`src/logic/rtc_ctrl_map.vh`:
```
// register map, field positions, reset values and timing counts of the rtc control block
`ifndef RTC_CTRL_MAP_VH
`define RTC_CTRL_MAP_VH
// ==========================================================
// register offsets
`define REG_CONTROL_OFS      8'h0E
`define REG_STATUS_OFS       8'h0F
// ==========================================================
// control_settings fields
`define CTL_OSC_STOP         7
`define CTL_BAT_WAVE         6
`define CTL_CONVERT          5
`define CTL_RATE_HI          4
`define CTL_RATE_LO          3
`define CTL_PIN_SEL          2
`define CTL_ALARM2_EN        1
`define CTL_ALARM1_EN        0
`define CONTROL_RESET        8'h1C
// ==========================================================
// status_flags fields
`define ST_OSC_STOP          7
`define ST_FIXED_EN          3
`define ST_BUSY              2
`define ST_ALARM2            1
`define ST_ALARM1            0
`define STATUS_STOP_RESET    1'h1
`define STATUS_FIXED_RESET   1'h1
// ==========================================================
// square-wave rate codes and divider taps
`define RATE_1HZ             2'h0
`define RATE_1K024           2'h1
`define RATE_4K096           2'h2
`define RATE_8K192           2'h3
`define DIV_WIDTH            15
`define TAP_1HZ              14
`define TAP_1K024            4
`define TAP_4K096            2
`define TAP_8K192            1
// ==========================================================
// timing
`define SYS_CLK_KHZ          200000
`define BUSY_HOLDOFF_US      2000
`define BUSY_HOLDOFF_CYCLES  ((`BUSY_HOLDOFF_US * `SYS_CLK_KHZ) / 1000)
`define AUTO_CONVERT_REQUEST_PERIOD_S   64
`endif

```
`src/logic/rtc_control_status_logic.v`:
```
// control and status registers, conversion sequencing and pin drive of the rtc
`default_nettype none
`include "rtc_ctrl_map.vh"
module rtc_control_status_logic #(
  parameter BUSY_HOLDOFF_CYCLES = `BUSY_HOLDOFF_CYCLES,
  parameter HOLD_W              = 20
) (
  // clock and reset
  input  wire       sys_clk,
  input  wire       arst_n,
  // register access port
  input  wire [7:0] regAddr,
  input  wire [7:0] regWrData,
  input  wire       regWrEn,
  output wire [7:0] regRdData,
  // analog and pin inputs
  input  wire       oscClkPin,
  input  wire       powerFailPin,
  // alarm comparators and temperature sensor
  input  wire       alarmOneMatch,
  input  wire       alarmTwoMatch,
  input  wire       sensorDone,
  output wire       sensorConvert,
  output wire       capUpdate,
  // oscillator control
  output wire       oscEnable,
  // shared interrupt / square-wave pin, open drain
  output wire       irqWavePinOut,
  output wire       irqWavePinOe,
  // fixed-frequency pin
  output wire       fixedWavePinOut,
  output wire       fixedWavePinOe
);
  // ==========================================================
  // state encoding
  localparam [1:0] ST_IDLE       = 2'h0;
  localparam [1:0] ST_MEASURE    = 2'h1;
  localparam [1:0] ST_COMPENSATE = 2'h2;
  localparam integer      HOLD_LAST_I = BUSY_HOLDOFF_CYCLES - 1;
  // counter width truncates the holdoff to its low HOLD_W bits; the cut is deliberate
  localparam [HOLD_W-1:0] HOLD_LAST   = HOLD_LAST_I[HOLD_W-1:0];

  // ==========================================================
  // declarations
  wire [1:0]              syncLevel;
  wire                    oscLevel;
  wire                    onBattery;
  wire [`DIV_WIDTH-1:0]   divCount;
  wire                    secTick;
  reg                     oscPrev_ff;
  reg                     oscTick;
  reg                     halted;
  reg  [7:0]              control_ff;
  reg  [7:0]              applied_ff;
  reg                     convActive_ff;
  reg                     userRun_ff;
  reg                     oscStopped_ff;
  reg                     fixedEn_ff;
  reg                     busy_ff;
  reg                     alarmOne_ff;
  reg                     alarmTwo_ff;
  reg  [1:0]              state_ff;
  reg  [1:0]              nxt_state;
  reg  [HOLD_W-1:0]       hold_ff;
  reg  [5:0]              secCount_ff;
  reg                     autoDue_ff;
  reg  [7:0]              rdData_ff;
  reg                     sensorConvert_ff;
  reg                     capUpdate_ff;
  reg                     oscEnable_ff;
  reg                     irqOut_ff;
  reg                     irqOe_ff;
  reg                     fixedOut_ff;
  reg                     fixedOe_ff;
  reg                     ctlWr;
  reg                     stWr;
  reg                     startUser;
  reg                     startAuto;
  reg                     finish;
  reg                     waveSel;
  reg                     irqRequest;

  // ==========================================================
  // pin synchronisers and divider
  pin_sync #(
    .WIDTH (2)
  ) u_sync (
    .clk    (sys_clk),
    .arst_n (arst_n),
    .pinIn  ({powerFailPin, oscClkPin}),
    .level  (syncLevel)
  );
  assign oscLevel  = syncLevel[0];
  assign onBattery = syncLevel[1];

  wave_divider #(
    .WIDTH (`DIV_WIDTH)
  ) u_div (
    .clk     (sys_clk),
    .arst_n  (arst_n),
    .oscTick (oscTick),
    .run     (~halted),
    .count   (divCount),
    .secTick (secTick)
  );

  // ==========================================================
  // decode and sequencing terms
  always @* begin
    ctlWr      = regWrEn && (regAddr == `REG_CONTROL_OFS);
    stWr       = regWrEn && (regAddr == `REG_STATUS_OFS);
    oscTick    = oscLevel && !oscPrev_ff;
    // main supply overrides the stop bit
    // a cleared stop bit acts at once: a halted oscillator brings no tick to copy it
    halted     = onBattery && applied_ff[`CTL_OSC_STOP] && control_ff[`CTL_OSC_STOP];
    // pending requests launch only on an oscillator tick
    startAuto  = (state_ff == ST_IDLE) && autoDue_ff && oscTick;
    startUser  = (state_ff == ST_IDLE) && !autoDue_ff && oscTick &&
                 convActive_ff && !userRun_ff;
    finish     = (state_ff == ST_COMPENSATE);
    case (applied_ff[`CTL_RATE_HI:`CTL_RATE_LO])
      `RATE_1HZ:   waveSel = divCount[`TAP_1HZ];
      `RATE_1K024: waveSel = divCount[`TAP_1K024];
      `RATE_4K096: waveSel = divCount[`TAP_4K096];
      default:     waveSel = divCount[`TAP_8K192];
    endcase
    irqRequest = (alarmOne_ff && control_ff[`CTL_ALARM1_EN]) ||
                 (alarmTwo_ff && control_ff[`CTL_ALARM2_EN]);
  end

  // ==========================================================
  // conversion state machine
  always @* begin
    case (state_ff)
      ST_IDLE: begin
        nxt_state = (startAuto || startUser) ? ST_MEASURE : ST_IDLE;
      end
      ST_MEASURE: begin
        nxt_state = sensorDone ? ST_COMPENSATE : ST_MEASURE;
      end
      ST_COMPENSATE: begin
        nxt_state = ST_IDLE;
      end
      default: begin
        nxt_state = ST_IDLE;
      end
    endcase
  end

  always @(posedge sys_clk or negedge arst_n) begin
    if (!arst_n) begin
      state_ff         <= ST_IDLE;
      userRun_ff       <= 1'b0;
      hold_ff          <= {HOLD_W{1'b0}};
      sensorConvert_ff <= 1'b0;
      capUpdate_ff     <= 1'b0;
    end else begin
      state_ff         <= nxt_state;
      sensorConvert_ff <= (nxt_state == ST_MEASURE);
      // load the capacitance array once the reading is
      capUpdate_ff     <= (nxt_state == ST_COMPENSATE);
      if (startUser) begin
        userRun_ff <= 1'b1;
        hold_ff    <= {HOLD_W{1'b0}};
      end else if (finish) begin
        userRun_ff <= 1'b0;
      end else if (userRun_ff && hold_ff != HOLD_LAST) begin
        hold_ff <= hold_ff + {{(HOLD_W-1){1'b0}}, 1'b1};
      end
    end
  end

  // ==========================================================
  // automatic schedule, counted in oscillator seconds only
  always @(posedge sys_clk or negedge arst_n) begin
    if (!arst_n) begin
      secCount_ff <= 6'h00;
      autoDue_ff  <= 1'b0;
    end else begin
      // user runs neither reset nor delay this count
      if (secTick) begin
        secCount_ff <= secCount_ff + 6'h01;
      end
      if (secTick && secCount_ff == `AUTO_CONVERT_REQUEST_PERIOD_S - 1) begin
        autoDue_ff <= 1'b1;
      end else if (startAuto) begin
        autoDue_ff <= 1'b0;
      end
    end
  end

  // ==========================================================
  // busy flag
  always @(posedge sys_clk or negedge arst_n) begin
    if (!arst_n) begin
      busy_ff <= 1'b0;
    end else if (finish) begin
      busy_ff <= 1'b0;
    end else if (startAuto) begin
      busy_ff <= 1'b1;
    end else if (userRun_ff && hold_ff == HOLD_LAST && state_ff != ST_IDLE) begin
      // user run shows on busy only after the holdoff
      busy_ff <= 1'b1;
    end
  end

  // ==========================================================
  // control register and its oscillator-side copy
  always @(posedge sys_clk or negedge arst_n) begin
    if (!arst_n) begin
      control_ff    <= `CONTROL_RESET;
      applied_ff    <= `CONTROL_RESET;
      convActive_ff <= 1'b0;
    end else begin
      if (ctlWr) begin
        control_ff <= regWrData;
      end
      if (oscTick) begin
        applied_ff <= control_ff;
      end
      if (finish && userRun_ff) begin
        convActive_ff <= 1'b0;
      end else if (ctlWr && regWrData[`CTL_CONVERT] && state_ff == ST_IDLE && !busy_ff) begin
        // a request during any run is dropped
        convActive_ff <= 1'b1;
      end
    end
  end

  // ==========================================================
  // status flags; hardware set beats a software clear
  always @(posedge sys_clk or negedge arst_n) begin
    if (!arst_n) begin
      oscStopped_ff <= `STATUS_STOP_RESET;
      fixedEn_ff    <= `STATUS_FIXED_RESET;
      alarmOne_ff   <= 1'b0;
      alarmTwo_ff   <= 1'b0;
    end else begin
      oscStopped_ff <= halted || (oscStopped_ff && !(stWr && !regWrData[`ST_OSC_STOP]));
      alarmOne_ff   <= alarmOneMatch ||
                       (alarmOne_ff && !(stWr && !regWrData[`ST_ALARM1]));
      alarmTwo_ff   <= alarmTwoMatch ||
                       (alarmTwo_ff && !(stWr && !regWrData[`ST_ALARM2]));
      if (stWr) begin
        fixedEn_ff <= regWrData[`ST_FIXED_EN];
      end
    end
  end

  // ==========================================================
  // read data, one cycle behind the address
  always @(posedge sys_clk or negedge arst_n) begin
    if (!arst_n) begin
      rdData_ff <= 8'h00;
    end else if (regAddr == `REG_CONTROL_OFS) begin
      rdData_ff <= {control_ff[7:6], convActive_ff, control_ff[4:0]};
    end else if (regAddr == `REG_STATUS_OFS) begin
      rdData_ff <= {oscStopped_ff, 3'h0, fixedEn_ff, busy_ff, alarmTwo_ff, alarmOne_ff};
    end else begin
      rdData_ff <= 8'h00;
    end
  end

  // ==========================================================
  // pin drive
  always @(posedge sys_clk or negedge arst_n) begin
    if (!arst_n) begin
      oscPrev_ff   <= 1'b0;
      oscEnable_ff <= 1'b1;
      irqOut_ff    <= 1'b0;
      irqOe_ff     <= 1'b0;
      fixedOut_ff  <= 1'b0;
      fixedOe_ff   <= 1'b0;
    end else begin
      oscPrev_ff   <= oscLevel;
      oscEnable_ff <= !halted;
      // open drain: only ever pulls low
      irqOut_ff    <= 1'b0;
      if (onBattery && !applied_ff[`CTL_BAT_WAVE]) begin
        irqOe_ff <= 1'b0;
      end else if (applied_ff[`CTL_PIN_SEL]) begin
        irqOe_ff <= irqRequest;
      end else begin
        irqOe_ff <= !waveSel;
      end
      // follows the raw oscillator, so it also stops with it
      fixedOut_ff  <= oscLevel;
      fixedOe_ff   <= fixedEn_ff;
    end
  end

  // ==========================================================
  // outputs
  assign regRdData       = rdData_ff;
  assign sensorConvert   = sensorConvert_ff;
  assign capUpdate       = capUpdate_ff;
  assign oscEnable       = oscEnable_ff;
  assign irqWavePinOut   = irqOut_ff;
  assign irqWavePinOe    = irqOe_ff;
  assign fixedWavePinOut = fixedOut_ff;
  assign fixedWavePinOe  = fixedOe_ff;
endmodule // rtc_control_status_logic
`default_nettype wire

```
`src/logic/pin_sync.v`:
```
// three-flop input synchroniser with agreement filter
`default_nettype none
module pin_sync #(
  parameter WIDTH = 2
) (
  // clock and reset
  input  wire             clk,
  input  wire             arst_n,
  // pins in, filtered levels out
  input  wire [WIDTH-1:0] pinIn,
  output wire [WIDTH-1:0] level
);
  genvar i;
  generate
    for (i = 0; i < WIDTH; i = i + 1) begin : g_bit
      reg stage1_ff;
      reg stage2_ff;
      reg stage3_ff;
      reg level_ff;
      // only the second stage reads the first
      always @(posedge clk or negedge arst_n) begin
        if (!arst_n) begin
          stage1_ff <= 1'b0;
          stage2_ff <= 1'b0;
          stage3_ff <= 1'b0;
          level_ff  <= 1'b0;
        end else begin
          stage1_ff <= pinIn[i];
          stage2_ff <= stage1_ff;
          stage3_ff <= stage2_ff;
          if (stage2_ff == stage3_ff) begin
            level_ff <= stage3_ff;
          end
        end
      end
      assign level[i] = level_ff;
    end
  endgenerate
endmodule // pin_sync
`default_nettype wire

```
`src/logic/wave_divider.v`:
```
// oscillator tick divider feeding the square-wave taps and the seconds tick
`default_nettype none
`include "rtc_ctrl_map.vh"
module wave_divider #(
  parameter WIDTH = `DIV_WIDTH
) (
  // clock and reset
  input  wire             clk,
  input  wire             arst_n,
  // oscillator tick and run gate
  input  wire             oscTick,
  input  wire             run,
  // divider state
  output wire [WIDTH-1:0] count,
  output wire             secTick
);
  reg [WIDTH-1:0] count_ff;
  reg             secTick_ff;

  always @(posedge clk or negedge arst_n) begin
    if (!arst_n) begin
      count_ff   <= {WIDTH{1'b0}};
      secTick_ff <= 1'b0;
    end else begin
      secTick_ff <= oscTick && run && (&count_ff);
      // a halted oscillator freezes the chain in place
      if (oscTick && run) begin
        count_ff <= count_ff + {{(WIDTH-1){1'b0}}, 1'b1};
      end
    end
  end

  assign count   = count_ff;
  assign secTick = secTick_ff;
endmodule // wave_divider
`default_nettype wire

```
`config.mk`:
```
export PLATFORM = sky130hd
export DESIGN_NAME = rtc_control_status_logic
export DESIGN_NICKNAME = d
export VERILOG_FILES = /design/src/logic/rtc_control_status_logic.v /design/src/logic/pin_sync.v /design/src/logic/wave_divider.v
export VERILOG_INCLUDE_DIRS = /design/src /design/src/logic
export SDC_FILE = /design/constraint.sdc
export NUM_CORES = 1
export LEC_CHECK = 0
export BUFFER_PORTS_ARGS = -buffer_cell sky130_fd_sc_hd__buf_2
export CAP_MARGIN = 20
export CORE_AREA = 2 2 66 115
export DETAILED_ROUTE_END_ITERATION = 7
export DIE_AREA = 0 0 68 117
export PLACE_DENSITY = 0.74
export SLEW_MARGIN = 20
export SYNTH_ARGS = -nofsm -noshare
export SYNTH_HDL_FRONTEND = slang
export SYNTH_HIERARCHICAL = 1
export SYNTH_SLANG_ARGS = --single-unit
```
`constraint.sdc`:
```
create_clock -name sys_clk -period 2.75 [get_ports sys_clk]
set_clock_uncertainty 0.15 [all_clocks]
set_input_delay 0.55 -clock sys_clk [delete_from_list [all_inputs] [get_ports sys_clk]]
set_output_delay 0.55 -clock sys_clk [all_outputs]
set_load 0.01 [all_outputs]
```
# Yosys cells after proc, flatten, opt, wreduce, memory -nomap -nowiden
# Index checks and enable logic that the tools add are counted.
dict set report op_classes {
  mul 0
  shift 0
  n_reduce_logical 58
  div 0
  muxes 20
  eq_ne 14
  n_bitwise 1
  order_cmp 0
  addsub 3
}
# cell count
set op_table {}
lappend op_table {{two-way mux 20 bit} 3}
lappend op_table {{logical AND 1 bit} 30}
lappend op_table {{adder 20 x 1 -> 20 bit, second input constant} 1}
lappend op_table {{equality test 20 x 19 -> 1 bit, second input constant} 1}
lappend op_table {{inequality test 20 x 19 -> 1 bit, second input constant} 1}
lappend op_table {{equality test 8 x 4 -> 1 bit, second input constant} 2}
lappend op_table {{two-way mux 8 bit} 2}
lappend op_table {{adder 15 x 1 -> 15 bit, second input constant} 1}
lappend op_table {{AND reduction 15 bit} 1}
lappend op_table {{logical NOT 1 bit} 13}
lappend op_table {{two-way mux 1 bit} 12}
lappend op_table {{nonzero test 2 bit} 5}
lappend op_table {{adder 6 x 1 -> 6 bit, second input constant} 1}
lappend op_table {{equality test 2 x 1 -> 1 bit, second input constant} 3}
lappend op_table {{equality test 2 bit, second input constant} 3}
lappend op_table {{equality test 6 bit, second input constant} 1}
lappend op_table {{logical OR 1 bit} 5}
lappend op_table {{logical NOT 2 bit} 2}
lappend op_table {{one-hot mux 2 bit (2 select lines)} 1}
lappend op_table {{one-hot mux 1 bit (3 select lines)} 1}
lappend op_table {{nonzero test 3 bit} 1}
lappend op_table {{equality test 1 bit} 2}
lappend op_table {{two-way mux 2 bit} 1}
lappend op_table {{inequality test 2 bit, second input constant} 1}
lappend op_table {{2 further kinds} 2}
dict set report totals {
  mem_count 0
  mem_bits_ro 0
  output_inout_bits 15
  mem_bits_rw 0
  wordCells 126
  inputBits 24
  reg_bits 90
  latch_bits 0
}

# Depth between registers and ports, before layout
# Gate-level depths: netlist (run 1).
dict set report depth {
  word_depth 9
  mapped_depth 8
}

# Modules after synthesis
# Netlist (run 1), hierarchy kept.
# module cells_per_inst n_inst area_per_inst_um2
set by_module_without_submodules {}
lappend by_module_without_submodules {rtc_control_status_logic 257 1 2841.5}
lappend by_module_without_submodules {wave_divider 59 1 715.7}
lappend by_module_without_submodules {pin_sync 12 1 237.7}

# Worst setup path after synthesis (run 1)
# Ideal clock, no wire load.
dict set report synth_path {
  path_type {in2reg}
  from {in regAddr[5]}
  to {reg control_ff[0]}
  setup_slack_ps 720
  t_required_ps 2475
  cell_stages 4
  path_buffers 0
  arrival_time_ps 1755
  cell_sequence {or3b_2 nor3_4 nand2_2 mux2_2}
}
dict set report synth_between {
  elab_chain_len 2
}
# element line_no
set synth_lines {}
lappend synth_lines {{start: declaration} rtc_control_status_logic.v:12} ;# input wire [7:0] regAddr,
lappend synth_lines {{equality test 8 x 4 -> 1 bit (no line)} --}
lappend synth_lines {{logical AND 1 bit} rtc_control_status_logic.v:110} ;# ctlWr = regWrEn && (regAddr == `REG_CONTROL_OFS);
lappend synth_lines {{end signal: assignment} rtc_control_status_logic.v:211} ;# control_ff <= `CONTROL_RESET;
lappend synth_lines {{end signal: assignment} rtc_control_status_logic.v:216} ;# control_ff <= regWrData;
lappend synth_lines {{end: declaration} rtc_control_status_logic.v:53} ;# reg [7:0] control_ff;
# Every way passes these cells.
# A chain may end at the register's enable or synchronous reset.

# Final worst setup path (run 1)
dict set report layout_path {
  from {reg state_ff[0]}
  to {reg hold_ff[6]}
}
dict set report layout_between {
  elab_chain_len 7
  word_cells_on_any_way 10
  cone_classes {eq/ne (2); mux (1); reduce/logical (7)}
}
# element line_no
set layout_lines {}
lappend layout_lines {{start: declaration} rtc_control_status_logic.v:62} ;# reg [1:0] state_ff;
lappend layout_lines {{start signal: assignment} rtc_control_status_logic.v:158} ;# state_ff <= nxt_state;
lappend layout_lines {{logical NOT 2 bit} rtc_control_status_logic.v:118} ;# startUser = (state_ff == ST_IDLE) && !autoDue_ff && oscTick &&
lappend layout_lines {{logical AND 1 bit (3 in a row)} rtc_control_status_logic.v:118}
lappend layout_lines {{logical AND 1 bit} rtc_control_status_logic.v:119} ;# convActive_ff && !userRun_ff;
lappend layout_lines {{inequality test 2 bit (no line) / nonzero test 2 bit (equally long branches)} --}
lappend layout_lines {{AND reduction 2 bit (no line)} --}
lappend layout_lines {{end signal: assignment} rtc_control_status_logic.v:154} ;# hold_ff <= {HOLD_W{1'b0}};
lappend layout_lines {{end signal: assignment} rtc_control_status_logic.v:164} ;# hold_ff <= {HOLD_W{1'b0}};
lappend layout_lines {{end signal: assignment} rtc_control_status_logic.v:168} ;# hold_ff <= hold_ff + {{(HOLD_W-1){1'b0}}, 1'b1};
lappend layout_lines {{end: declaration} rtc_control_status_logic.v:64} ;# reg [HOLD_W-1:0] hold_ff;
# Parallel ways exist; a longest one is shown, timed or not.

==> results of run 1 <==
## worst max-delay path: stages (launching register included)
cell and delay [ps]:
dfrtp_1 470, nor4b_1 470, nand2_1 550, o21ai_0 290
nor3_1 100
## final cells by class
class / instances / area share
well taps: 86 / 0.0248
clock inverters: 4 / 0.00520
clock buffers: 12 / 0.0569
inverters: 10 / 0.00867
multi-input cells: 220 / 0.353
repair buffers: 40 / 0.0514
flip-flops and latches: 86 / 0.500
## Yosys cell counts (7+ instances only)
cell | count | area (um^2)
nand2b_1 | 8 | 50.1
nor2_1 | 8 | 30.0
dfrtp_1 | 77 | 1930
or4_1 | 7 | 52.6
nand4_1 | 8 | 50.1
mux2_2 | 15 | 169
nand3_1 | 17 | 85.1
xnor2_1 | 13 | 114
inv_1 | 10 | 37.5
o21ai_0 | 12 | 60.1
dfstp_2 | 9 | 236
nand2_1 | 34 | 128
a21oi_1 | 15 | 75.1
mux2i_1 | 10 | 100
## metal layers
metal | part of all wire | GRT usage
met3 | 0.029 | 0.0497
met1 | 0.38 | 0.228
met4 | 0.029 | 0.101
met2 | 0.56 | 0.364
met5 | 0 | 0
## worst max-delay path by stage
stage / from / endpoint / slack (ps) / depth (start not counted)
global route: state_ff[0] / hold_ff[6] / 330 / 4
CTS: state_ff[1] / hold_ff[6] / 620 / 4
finish: state_ff[0] / hold_ff[6] / 580 / 4
detailed placement: regAddr[5] / alarmTwo_ff / 570 / 5
floorplan: regAddr[5] / control_ff[0] / 720 / 4
global placement: regAddr[5] / fixedEn_ff / 580 / 4
## cell families (layout without fill, tap and decap cells)
kind of cell,after synthesis,in the layout,synth area share
other,1,1,0.000988
XOR/XNOR,19,19,0.0439
adder cells (fa/ha/maj),5,5,0.0158
AO/OA/AOI/OAI,46,46,0.0762
buffers and inverters,22,66,0.0267
AND/OR/NAND/NOR,123,123,0.190
flip-flops,86,86,0.570
multiplexers,26,26,0.0768
## sequential cells by signal (all words and copies together) (netlist names), 5 cells and up
name and flops:
hold_ff 20, u_div/count 15, regRdData 8, control_ff 7, secCount_ff 6, applied_ff 5
## power by group
group          internal (uW)  switching (uW)
combinational            129             144
clock                    632             459
sequential              1370             127
## stage by stage
stage               setup slack (ps)  cells  utilization  hold slack (ps)  area, um^2
finish                           582    458        0.612             25.8        4330
global route                     328    458        0.612             59.2        4330
CTS                              623    458        0.612             28.2        4330
detailed placement               574    442        0.574              196        4060
global placement                 576    442        0.574              191        4060
floorplan                        720    328            -              104        3790
## placed cells by master, fill, tap and decap left out, types with 4 or more instances in the layout
| cell type | instances |
|---|---|
| dfrtp_1 | 77 |
| buf_2 | 36 |
| nand2_1 | 34 |
| nand3_1 | 17 |
| a21oi_1 | 15 |
| mux2_2 | 15 |
| xnor2_1 | 13 |
| o21ai_0 | 12 |
| inv_1 | 10 |
| mux2i_1 | 10 |
| dfstp_2 | 9 |
| clkbuf_16 | 9 |
| nor2_1 | 8 |
| nand2b_1 | 8 |
| nand4_1 | 8 |
| or4_1 | 7 |
| nor3_1 | 6 |
| xor2_1 | 6 |
| and2_1 | 5 |
| a22o_1 | 5 |
| nor4_1 | 4 |
| o31ai_1 | 4 |
==> summary.md, run 1 <==
| Metric | Value |
|---|---|
| Seq/Total Area, Yosys | `0.570` |
| Worst-path fanout max | `21` |
| CP Class | `register to register` |
| Area delta synth->final | `14.1%` |
| #FFs+latches synth | `86` |
| Synth unique cells | `57` |
| Final setup fails | `0` |
| Initial antenna violation count | `0` |
| Initial core utilization | `0.536` |
| Final net count | `394` |
| Worst reg2reg endpoint | `hold_ff[6]` |
| VDD IR-drop max | `0.761 mV` |
| Final RePlAce weighted congestion | `0.824` |
| EDFF count, synth | `0` |
| DP Wirelength | `5440 um` |
| YS warnings | `6` |
| Reg2Reg Depth | `4` |
| CTS buffer count | `9` |
| Iter 0 DRT Violations | `130` |
| Pwr dens | `661 nW/um^2` |
| Clock sink count | `86` |
| Drt via density | `5.67` |
| R2R Path Start | `state_ff[0]` |
| Syn Std Cell Area | `3790 um^2` |
| N_diodes | `0` |
| Fillers | `581` |
| Cts repair resizes | `0` |
| R2R Setup Slk | `580 ps` |
| Wire per inst | `16.3 um` |
| Seq. cell area | `2160 um^2` |
| Multi-input gate area | `1530 um^2` |
| Number of global-route vias before repair | `2576` |
| CTS tree | `yes` |
| Die H | `117 um` |
| # DRC | `0` |
| Gr ovfl total | `0` |
| Final period utilization | `0.788` |
| Synthesized Nets | `355` |
| Cells after synthesis | `328` |
| Dominant synthesized flop cell | `dfrtp_1` |
| Largest net degree at the start of global routing | `51` |
| Clock root buffer | `clkbuf_16` |
| Postcts setup bufs | `0` |
| Slew @ Worst Pin | `704 ps` |
| Max-slew violations | `0` |
| Overall Power | `2860 uW` |
| Htree depth | `3` |
| LEAKAGE | `0.00202 uW` |
| Vias | `2597` |
| Hold_buf cts | `0` |
| Pre-Repair DR Iteration Count | `4` |
| Crit path time final | `2170 ps` |
| Req. time, crit path | `2800 ps` |
| CP Data Arrival Time | `2220 ps` |
| Die Width | `68 um` |
| IO Count | `39` |
| I/O Buffers | `37` |
| Routed Antenna Nets | `0` |
| Number of cell rows | `41` |
| Crit path capture type | `register` |
| Min-Delay Path Class | `input port to async pin` |
| Async set or reset register ratio after synthesis | `1.00` |
| Hold Fails Final Rpt | `0` |
| Clock latency at the later pin of the worst-skew pair | `330 ps` |
| Core area | `7080 um^2` |
| Global-route wire length before repair | `12000 um` |
| Highest Clock Rate | `0.461 GHz` |
| Clock Pin Slew Worst Setup and Hold Paths | `60 ps` |
| Routed wire length | `7460 um` |
| Syn Area/Cell | `11.6 um^2` |
| Setup TNS | `0 ps` |
| Nature of the critical path startpoint | `register` |
| GRT Overall Usage | `0.207` |
| Relative slew slack | `0.530` |
| Max-cap viol count | `0` |
| Layout cells sized above 1 | `0.253` |
| Status | `complete, no violations` |
| Max clock buf depth | `2` |
| RSZ-0062 raised after global routing | `false` |
| Die area | `7960 um^2` |
Note: power is estimated with default switching activity, not from simulation.
==> run 2, diff against run 1 <==
--- a/config.mk
+++ b/config.mk
@@ -6,11 +6,12 @@
 export SDC_FILE = /design/constraint.sdc
 export NUM_CORES = 1
 export LEC_CHECK = 0
+export ABC_AREA = 1
 export BUFFER_PORTS_ARGS = -buffer_cell sky130_fd_sc_hd__buf_2
 export CAP_MARGIN = 20
-export CORE_AREA = 2 2 66 115
+export CORE_AREA = 2 2 70 122
 export DETAILED_ROUTE_END_ITERATION = 7
-export DIE_AREA = 0 0 68 117
+export DIE_AREA = 0 0 72 124
 export PLACE_DENSITY = 0.74
 export SLEW_MARGIN = 20
 export SYNTH_ARGS = -nofsm -noshare
==> constraint.sdc (replaced) <==
create_clock -name sys_clk -period 1.97 [get_ports sys_clk]
set_clock_uncertainty 0.15 [all_clocks]
set_input_delay 0.394 -clock sys_clk [delete_from_list [all_inputs] [get_ports sys_clk]]
set_output_delay 0.394 -clock sys_clk [all_outputs]
set_load 0.01 [all_outputs]
==> run 2 against run 1 <==
Largest cell class unchanged. Non-clock buffer count is 5 higher. Critical path depth grew 2. Synthesized area increased by 8.7%. Sequential share of layout area down 4.6 points. Clock-buffer cell count fell by 2. Maximum frequency is 18% higher. Critical path type unchanged. Global-route usage increased by 0.48 points.
==> summary.md, run 2 <==
| Metric | Value |
|---|---|
| Area delta synth->final | `15.7%` |
| Routed wire length | `8570 um` |
| Die Width | `72 um` |
| Fillers | `688` |
| Initial core utilization | `0.522` |
| Async set or reset register ratio after synthesis | `1.00` |
| Sw Share | `0.290` |
| Iter 0 DRT Violations | `135` |
| Pwr dens | `999 nW/um^2` |
| Nature of the critical path startpoint | `register` |
| Max clock buf depth | `2` |
| Commonest non-fill, non-tap cell in the layout | `nand2_1` |
| Number of cell rows | `43` |
| Crit path time final | `1830 ps` |
| Worst-path fanout max | `3` |
| CP Class | `register to register` |
| Synthesized Nets | `511` |
| Final period utilization | `0.929` |
| Clock latency at the later pin of the worst-skew pair | `340 ps` |
| Gate power share | `0.177` |
| Slew @ Worst Pin | `699 ps` |
| Req. time, crit path | `2050 ps` |
| Layout cells sized above 1 | `0.187` |
| EDFF count, synth | `0` |
| Drt via density | `5.22` |
| Top post-synthesis cells by count | `123 x nand2_1, 77 x dfrtp_1, 58 x inv_1, 54 x nor2_1, 29 x nand3_1` |
| Final setup fails | `0` |
| R2R Path Start | `hold_ff[0]` |
| CP Data Arrival Time | `1910 ps` |
| Top cells by area, synth | `dfrtp_1 47%, nand2_1 11%, dfstp_2 5.7%` |
| Min-Delay Path Class | `input port to register` |
| Largest net degree at the start of global routing | `87` |
| Net load switching power | `1380 uW` |
| Largest reg by FF count | `hold_ff` |
| IO Count | `39` |
| Leading area contributor after synthesis | `dfrtp_1` |
| Postcts setup bufs | `0` |
| Clock root buffer | `clkbuf_16` |
| Hold_buf cts | `1` |
| Core area | `7910 um^2` |
| N_diodes | `0` |
| Max-slew violations | `0` |
| Cts repair resizes | `0` |
| # DRC | `0` |
| Dominant synthesized flop cell | `dfrtp_1` |
| Seq/Total Area, Yosys | `0.524` |
| Global-route wire length before repair | `14500 um` |
| Largest register FFs | `20` |
| Htree depth | `3` |
| Most frequent cell after synthesis | `nand2_1` |
| Max-cap viol count | `0` |
| Number of global-route vias before repair | `3356` |
| #FFs+latches synth | `86` |
| CTS tree | `yes` |
| Routed Antenna Nets | `0` |
| YS warnings | `6` |
| Crit path capture type | `register` |
| Final net count | `558` |
| CTS buffer count | `9` |
| Die area | `8930 um^2` |
| Clock sink count | `86` |
| VDD IR-drop max | `0.480 mV` |
| Highest Clock Rate | `0.546 GHz` |
| Pint | `3380 uW` |
| Final RePlAce weighted congestion | `0.881` |
| GRT Overall Usage | `0.212` |
| LEAKAGE | `0.00247 uW` |
| Cells after synthesis | `484` |
| Setup TNS | `0 ps` |
| Hold Startpoint | `powerFailPin` |
| Clock power share | `0.381` |
| Sequential power share | `0.442` |
| Wire per inst | `13.7 um` |
| Die H | `124 um` |
| Commonest cells after routing, fill and taps aside | `123 x nand2_1, 77 x dfrtp_1, 58 x inv_1` |
| Synth unique cells | `37` |
| Syn Std Cell Area | `4130 um^2` |
| Status | `complete, no violations` |
| Vias | `3265` |
| Relative slew slack | `0.530` |
| Initial antenna violation count | `0` |
| Syn Area/Cell | `8.52 um^2` |
| Clock Pin Slew Worst Setup and Hold Paths | `60 ps` |
| Worst Hold Slack | `11.8 ps` |
| Pre-Repair DR Iteration Count | `6` |
| DP Wirelength | `6250 um` |
| Gr ovfl total | `0` |
| I/O Buffers | `37` |
| Worst setup path startpoint | `hold_ff[0]` |
| RSZ-0062 raised after global routing | `false` |
| Area share of the largest cell type after synthesis | `0.467` |
| Hold Fails Final Rpt | `0` |
## run 2: changes by cell type in the layout (fill, tap and decap cells not counted), moves of 9 or more
| cell | previous run | this run |
|---|---|---|
| inv_1 | 10 | 58 |
| nor2_1 | 8 | 54 |
| nand2_1 | 34 | 123 |
| mux2i_1 | 10 | 0 |
| mux2_2 | 15 | 0 |
| nand4_1 | 8 | 17 |
| xor2_1 | 6 | 18 |
| nand3_1 | 17 | 29 |
## run 2: area by class of cell
cell class	instances	area (um^2)	area share
repair buffers	45	275	0.0577
inverters	67	254	0.0532
well taps	90	113	0.0236
multi-input cells	322	1640	0.344
flip-flops and latches	86	2160	0.453
clock buffers	10	229	0.0480
clock inverters	6	95.1	0.0199
## run 2: cells by family (layout without fill, tap and decap cells)
| group | Yosys count | in the layout | share of synthesized area |
|---|---|---|---|
| simple gates | 260 | 260 | 0.291 |
| xor+xnor | 24 | 24 | 0.0510 |
| compound gates | 34 | 34 | 0.0458 |
| other cells | 1 | 1 | 0.000909 |
| flops | 86 | 86 | 0.524 |
| buf+inv | 76 | 128 | 0.0773 |
| fa+ha+maj | 3 | 3 | 0.00910 |
## run 2: worst paths after layout
| check | slack, ps | cells after the start | end |
|---|---|---|---|
| max | 140 | 6 | hold_ff[14] |
| min | 10 | 1 | u_sync/g_bit[1].stage1_ff |
| max reg2reg | 140 | 6 | hold_ff[14] |
| min reg2reg | 200 | 0 | u_sync/g_bit[1].stage2_ff |
| max in group asynchronous | 830 | 3 | applied_ff[3] |
| min in group asynchronous | 480 | 3 | regRdData[6] |
## run 2: worst max-delay path, cell delays in order (launching register included)
cell     delay, ps
dfrtp_1        370
ha_1           170
nand2_1        120
nor3_1         560
nand4_1        160
nand4_1        140
nand2_1         50
## run 2: power groups by stage
stage | clock, uW | sequential, uW | combinational (uW)
6_report | 1820 | 2110 | 843
5_1_grt | 1920 | 2130 | 946
4_1_cts | 1860 | 2110 | 850
3_5_place_dp | 0 | 2140 | 842
3_3_place_gp | 0 | 2120 | 813
2_1_floorplan | 0 | 2110 | 608
## run 2: metal layers
metal,vias up,track usage,routed length [um]
met2,60,0.382,4560
met1,1556,0.224,3360
met3,29,0.0518,272
met5,-,0,0
met4,0,0.114,375
li1,1620,-,-
## run 2: stage by stage
step	total power (uW)	instances	cell area [um^2]	util	worst slack, ps
after floorplan	2720	484	4130	-	156
after global placement	2940	609	4440	0.561	263
after detailed placement	2980	609	4440	0.561	189
after CTS	4810	626	4770	0.603	154
after global routing	5000	626	4770	0.603	28.3
final	4770	626	4770	0.603	140
==> run 3, diff against run 2 <==
--- a/config.mk
+++ b/config.mk
@@ -7,7 +7,7 @@
 export NUM_CORES = 1
 export LEC_CHECK = 0
 export ABC_AREA = 1
-export BUFFER_PORTS_ARGS = -buffer_cell sky130_fd_sc_hd__buf_2
+export BUFFER_PORTS_ARGS = -buffer_cell sky130_fd_sc_hd__buf_4
 export CAP_MARGIN = 20
 export CORE_AREA = 2 2 70 122
 export DETAILED_ROUTE_END_ITERATION = 7
==> run 3 against run 2 <==
Register-to-register slack better by 50 ps. Sequential power is essentially flat. Critical path depth up 3. Combinational power is 4.9% higher. Wire length up 0.46%.
==> summary.md, run 3 (synthesized netlist as in run 2, its figures left out) <==
| Metric | Value |
|---|---|
| I/O Buffers | `37` |
| IO Count | `39` |
| Max-slew violations | `0` |
| Initial antenna violation count | `0` |
| CP Class | `register to register` |
| Final RePlAce weighted congestion | `0.872` |
| Crit path largest cell delay | `400 ps` |
| Global-route wire length before repair | `14700 um` |
| CP Data Arrival Time | `1860 ps` |
| CTS tree | `yes` |
| Placed cells | `610` |
| Relative slew slack | `0.650` |
| Routed Antenna Nets | `0` |
| Final net count | `563` |
| Status | `complete, no violations` |
| DP Wirelength | `6380 um` |
| Max-cap viol count | `0` |
| Die H | `124 um` |
| Req. time, crit path | `2050 ps` |
| Iter 0 DRT Violations | `202` |
| CP top delay family | `simple AND/OR/NAND/NOR gates` |
| N_diodes | `0` |
| # DRC | `0` |
| Final setup fails | `0` |
| CP max stage cell | `dfrtp_1` |
| LEAKAGE | `0.00250 uW` |
| Gr ovfl total | `0` |
| Max clock buf depth | `2` |
| Clock Pin Slew Worst Setup and Hold Paths | `60 ps` |
| Commonest cells after routing, fill and taps aside | `123 x nand2_1, 77 x dfrtp_1, 58 x inv_1` |
| Crit-path cells | `inv_1 -> nor2_1 -> nand2_2 -> nor2_4 -> nand2_4 -> nor2_4 -> nand3_1 -> nand2_1 -> inv_1` |
| Multi-input gate area | `1640 um^2` |
| Pre-Repair DR Iteration Count | `5` |
| Worst Hold Slack | `104 ps` |
| Number of cell rows | `43` |
| Worst-path fanout max | `5` |
| Crit path time final | `1780 ps` |
| Htree depth | `3` |
| Cts repair resizes | `0` |
| Wire per inst | `13.6 um` |
| Slew @ Worst Pin | `524 ps` |
| Crit path capture type | `register` |
| Clock latency at the later pin of the worst-skew pair | `340 ps` |
| Die area | `8930 um^2` |
| Worst Path Buf+Inv | `2` |
| Routed wire length | `8600 um` |
| Initial core utilization | `0.522` |
| Vias | `3266` |
| Commonest non-fill, non-tap cell in the layout | `nand2_1` |
| GRT Overall Usage | `0.215` |
| Setup TNS | `0 ps` |
| Layout cells sized above 1 | `0.189` |
| Fillers | `669` |
| Drt via density | `5.18` |
| Largest net degree at the start of global routing | `41` |
| Pwr dens | `976 nW/um^2` |
| CTS buffer count | `9` |
| Number of global-route vias before repair | `3276` |
| Hold Fails Final Rpt | `0` |
| Nature of the critical path startpoint | `register` |
| Seq. cell area | `2160 um^2` |
| Largest reg by FF count | `hold_ff` |
| Clock root buffer | `clkbuf_16` |
| Clock sink count | `86` |
| RSZ-0062 raised after global routing | `false` |
| Area delta synth->final | `18.7%` |
| VDD IR-drop max | `0.624 mV` |
| Highest Clock Rate | `0.563 GHz` |
| Final period utilization | `0.902` |
| Largest register FFs | `20` |
| Min-Delay Path Class | `input port to register` |
| Core area | `7910 um^2` |
| Finished Layout Cells | `631` |
| Die Width | `72 um` |
-- run 3: cell types whose count changed in the layout (fill, tap and decap cells not counted) --
| cell | delta |
|---|---|
| clkinv_4 | -2 |
| clkinvlp_4 | +2 |
| buf_4 | +39 |
| dlygate4sd3_1 | +2 |
| buf_2 | -36 |
| clkbuf_1 | +1 |
| inv_6 | -1 |
-- run 3: path summary, 6_finish.rpt --
kind	startpoint	end	slack, ps	cells past startpoint
worst min register to register	u_sync/g_bit[0].stage1_ff	u_sync/g_bit[0].stage2_ff	200	0
min in group asynchronous	arst_n	applied_ff[6]	360	2
max in group asynchronous	arst_n	fixedEn_ff	720	3
worst min-delay path	alarmOneMatch	alarmOne_ff	100	2
worst max-delay path	u_sync/g_bit[0].level_ff	u_div/count[12]	190	9
worst max register to register	u_sync/g_bit[0].level_ff	u_div/count[12]	190	9
-- run 3: metal layers --
| layer | routed length [um] | share of wire | track usage | up-vias |
|---|---|---|---|---|
| li1 | - | - | - | 1627 |
| met1 | 3280 | 0.38 | 0.223 | 1549 |
| met2 | 4770 | 0.55 | 0.394 | 66 |
| met4 | 316 | 0.037 | 0.133 | 0 |
| met3 | 244 | 0.028 | 0.0364 | 24 |
| met5 | 0 | 0 | 0 | - |
-- run 3: worst reg2reg max path, delay by kind of cell, from the launching register on --
family	cells	cell delay, ps
AND/OR/NAND/NOR	7	1030
flip-flops	1	400
buffers and inverters	2	80
-- run 3: timing repair --
action | 4_1_cts | 5_1_grt
endpoints found under the hold margin | 23 | 0
hold buffers | 3 | 0
setup buffers | 0 | 2
setup endpoints to repair | 0 | 14
-- run 3: area by class of cell --
type | count | share of cell area
well taps | 90 | 0.0230
multi-input cells | 322 | 0.335
flip-flops and latches | 86 | 0.442
clock buffers | 11 | 0.0475
inverters | 67 | 0.0519
repair buffers | 50 | 0.0833
clock inverters | 5 | 0.0171
-- run 3: metrics by stage --
step	area (um^2)	utilization	setup slack (ps)	power, uW
after floorplan	4130	-	156	2720
after global placement	4520	0.572	226	2920
after detailed placement	4520	0.572	174	2960
after CTS	4870	0.616	161	4760
after global routing	4900	0.619	16.0	5020
final	4900	0.619	193	4780
-- run 3: power by group --
group / total (uW) / internal (uW) / switching, uW
Combinational: 884 / 337 / 547
Sequential: 2110 / 1960 / 145
Clock: 1790 / 1110 / 675
Total: 4780 / 3410 / 1370
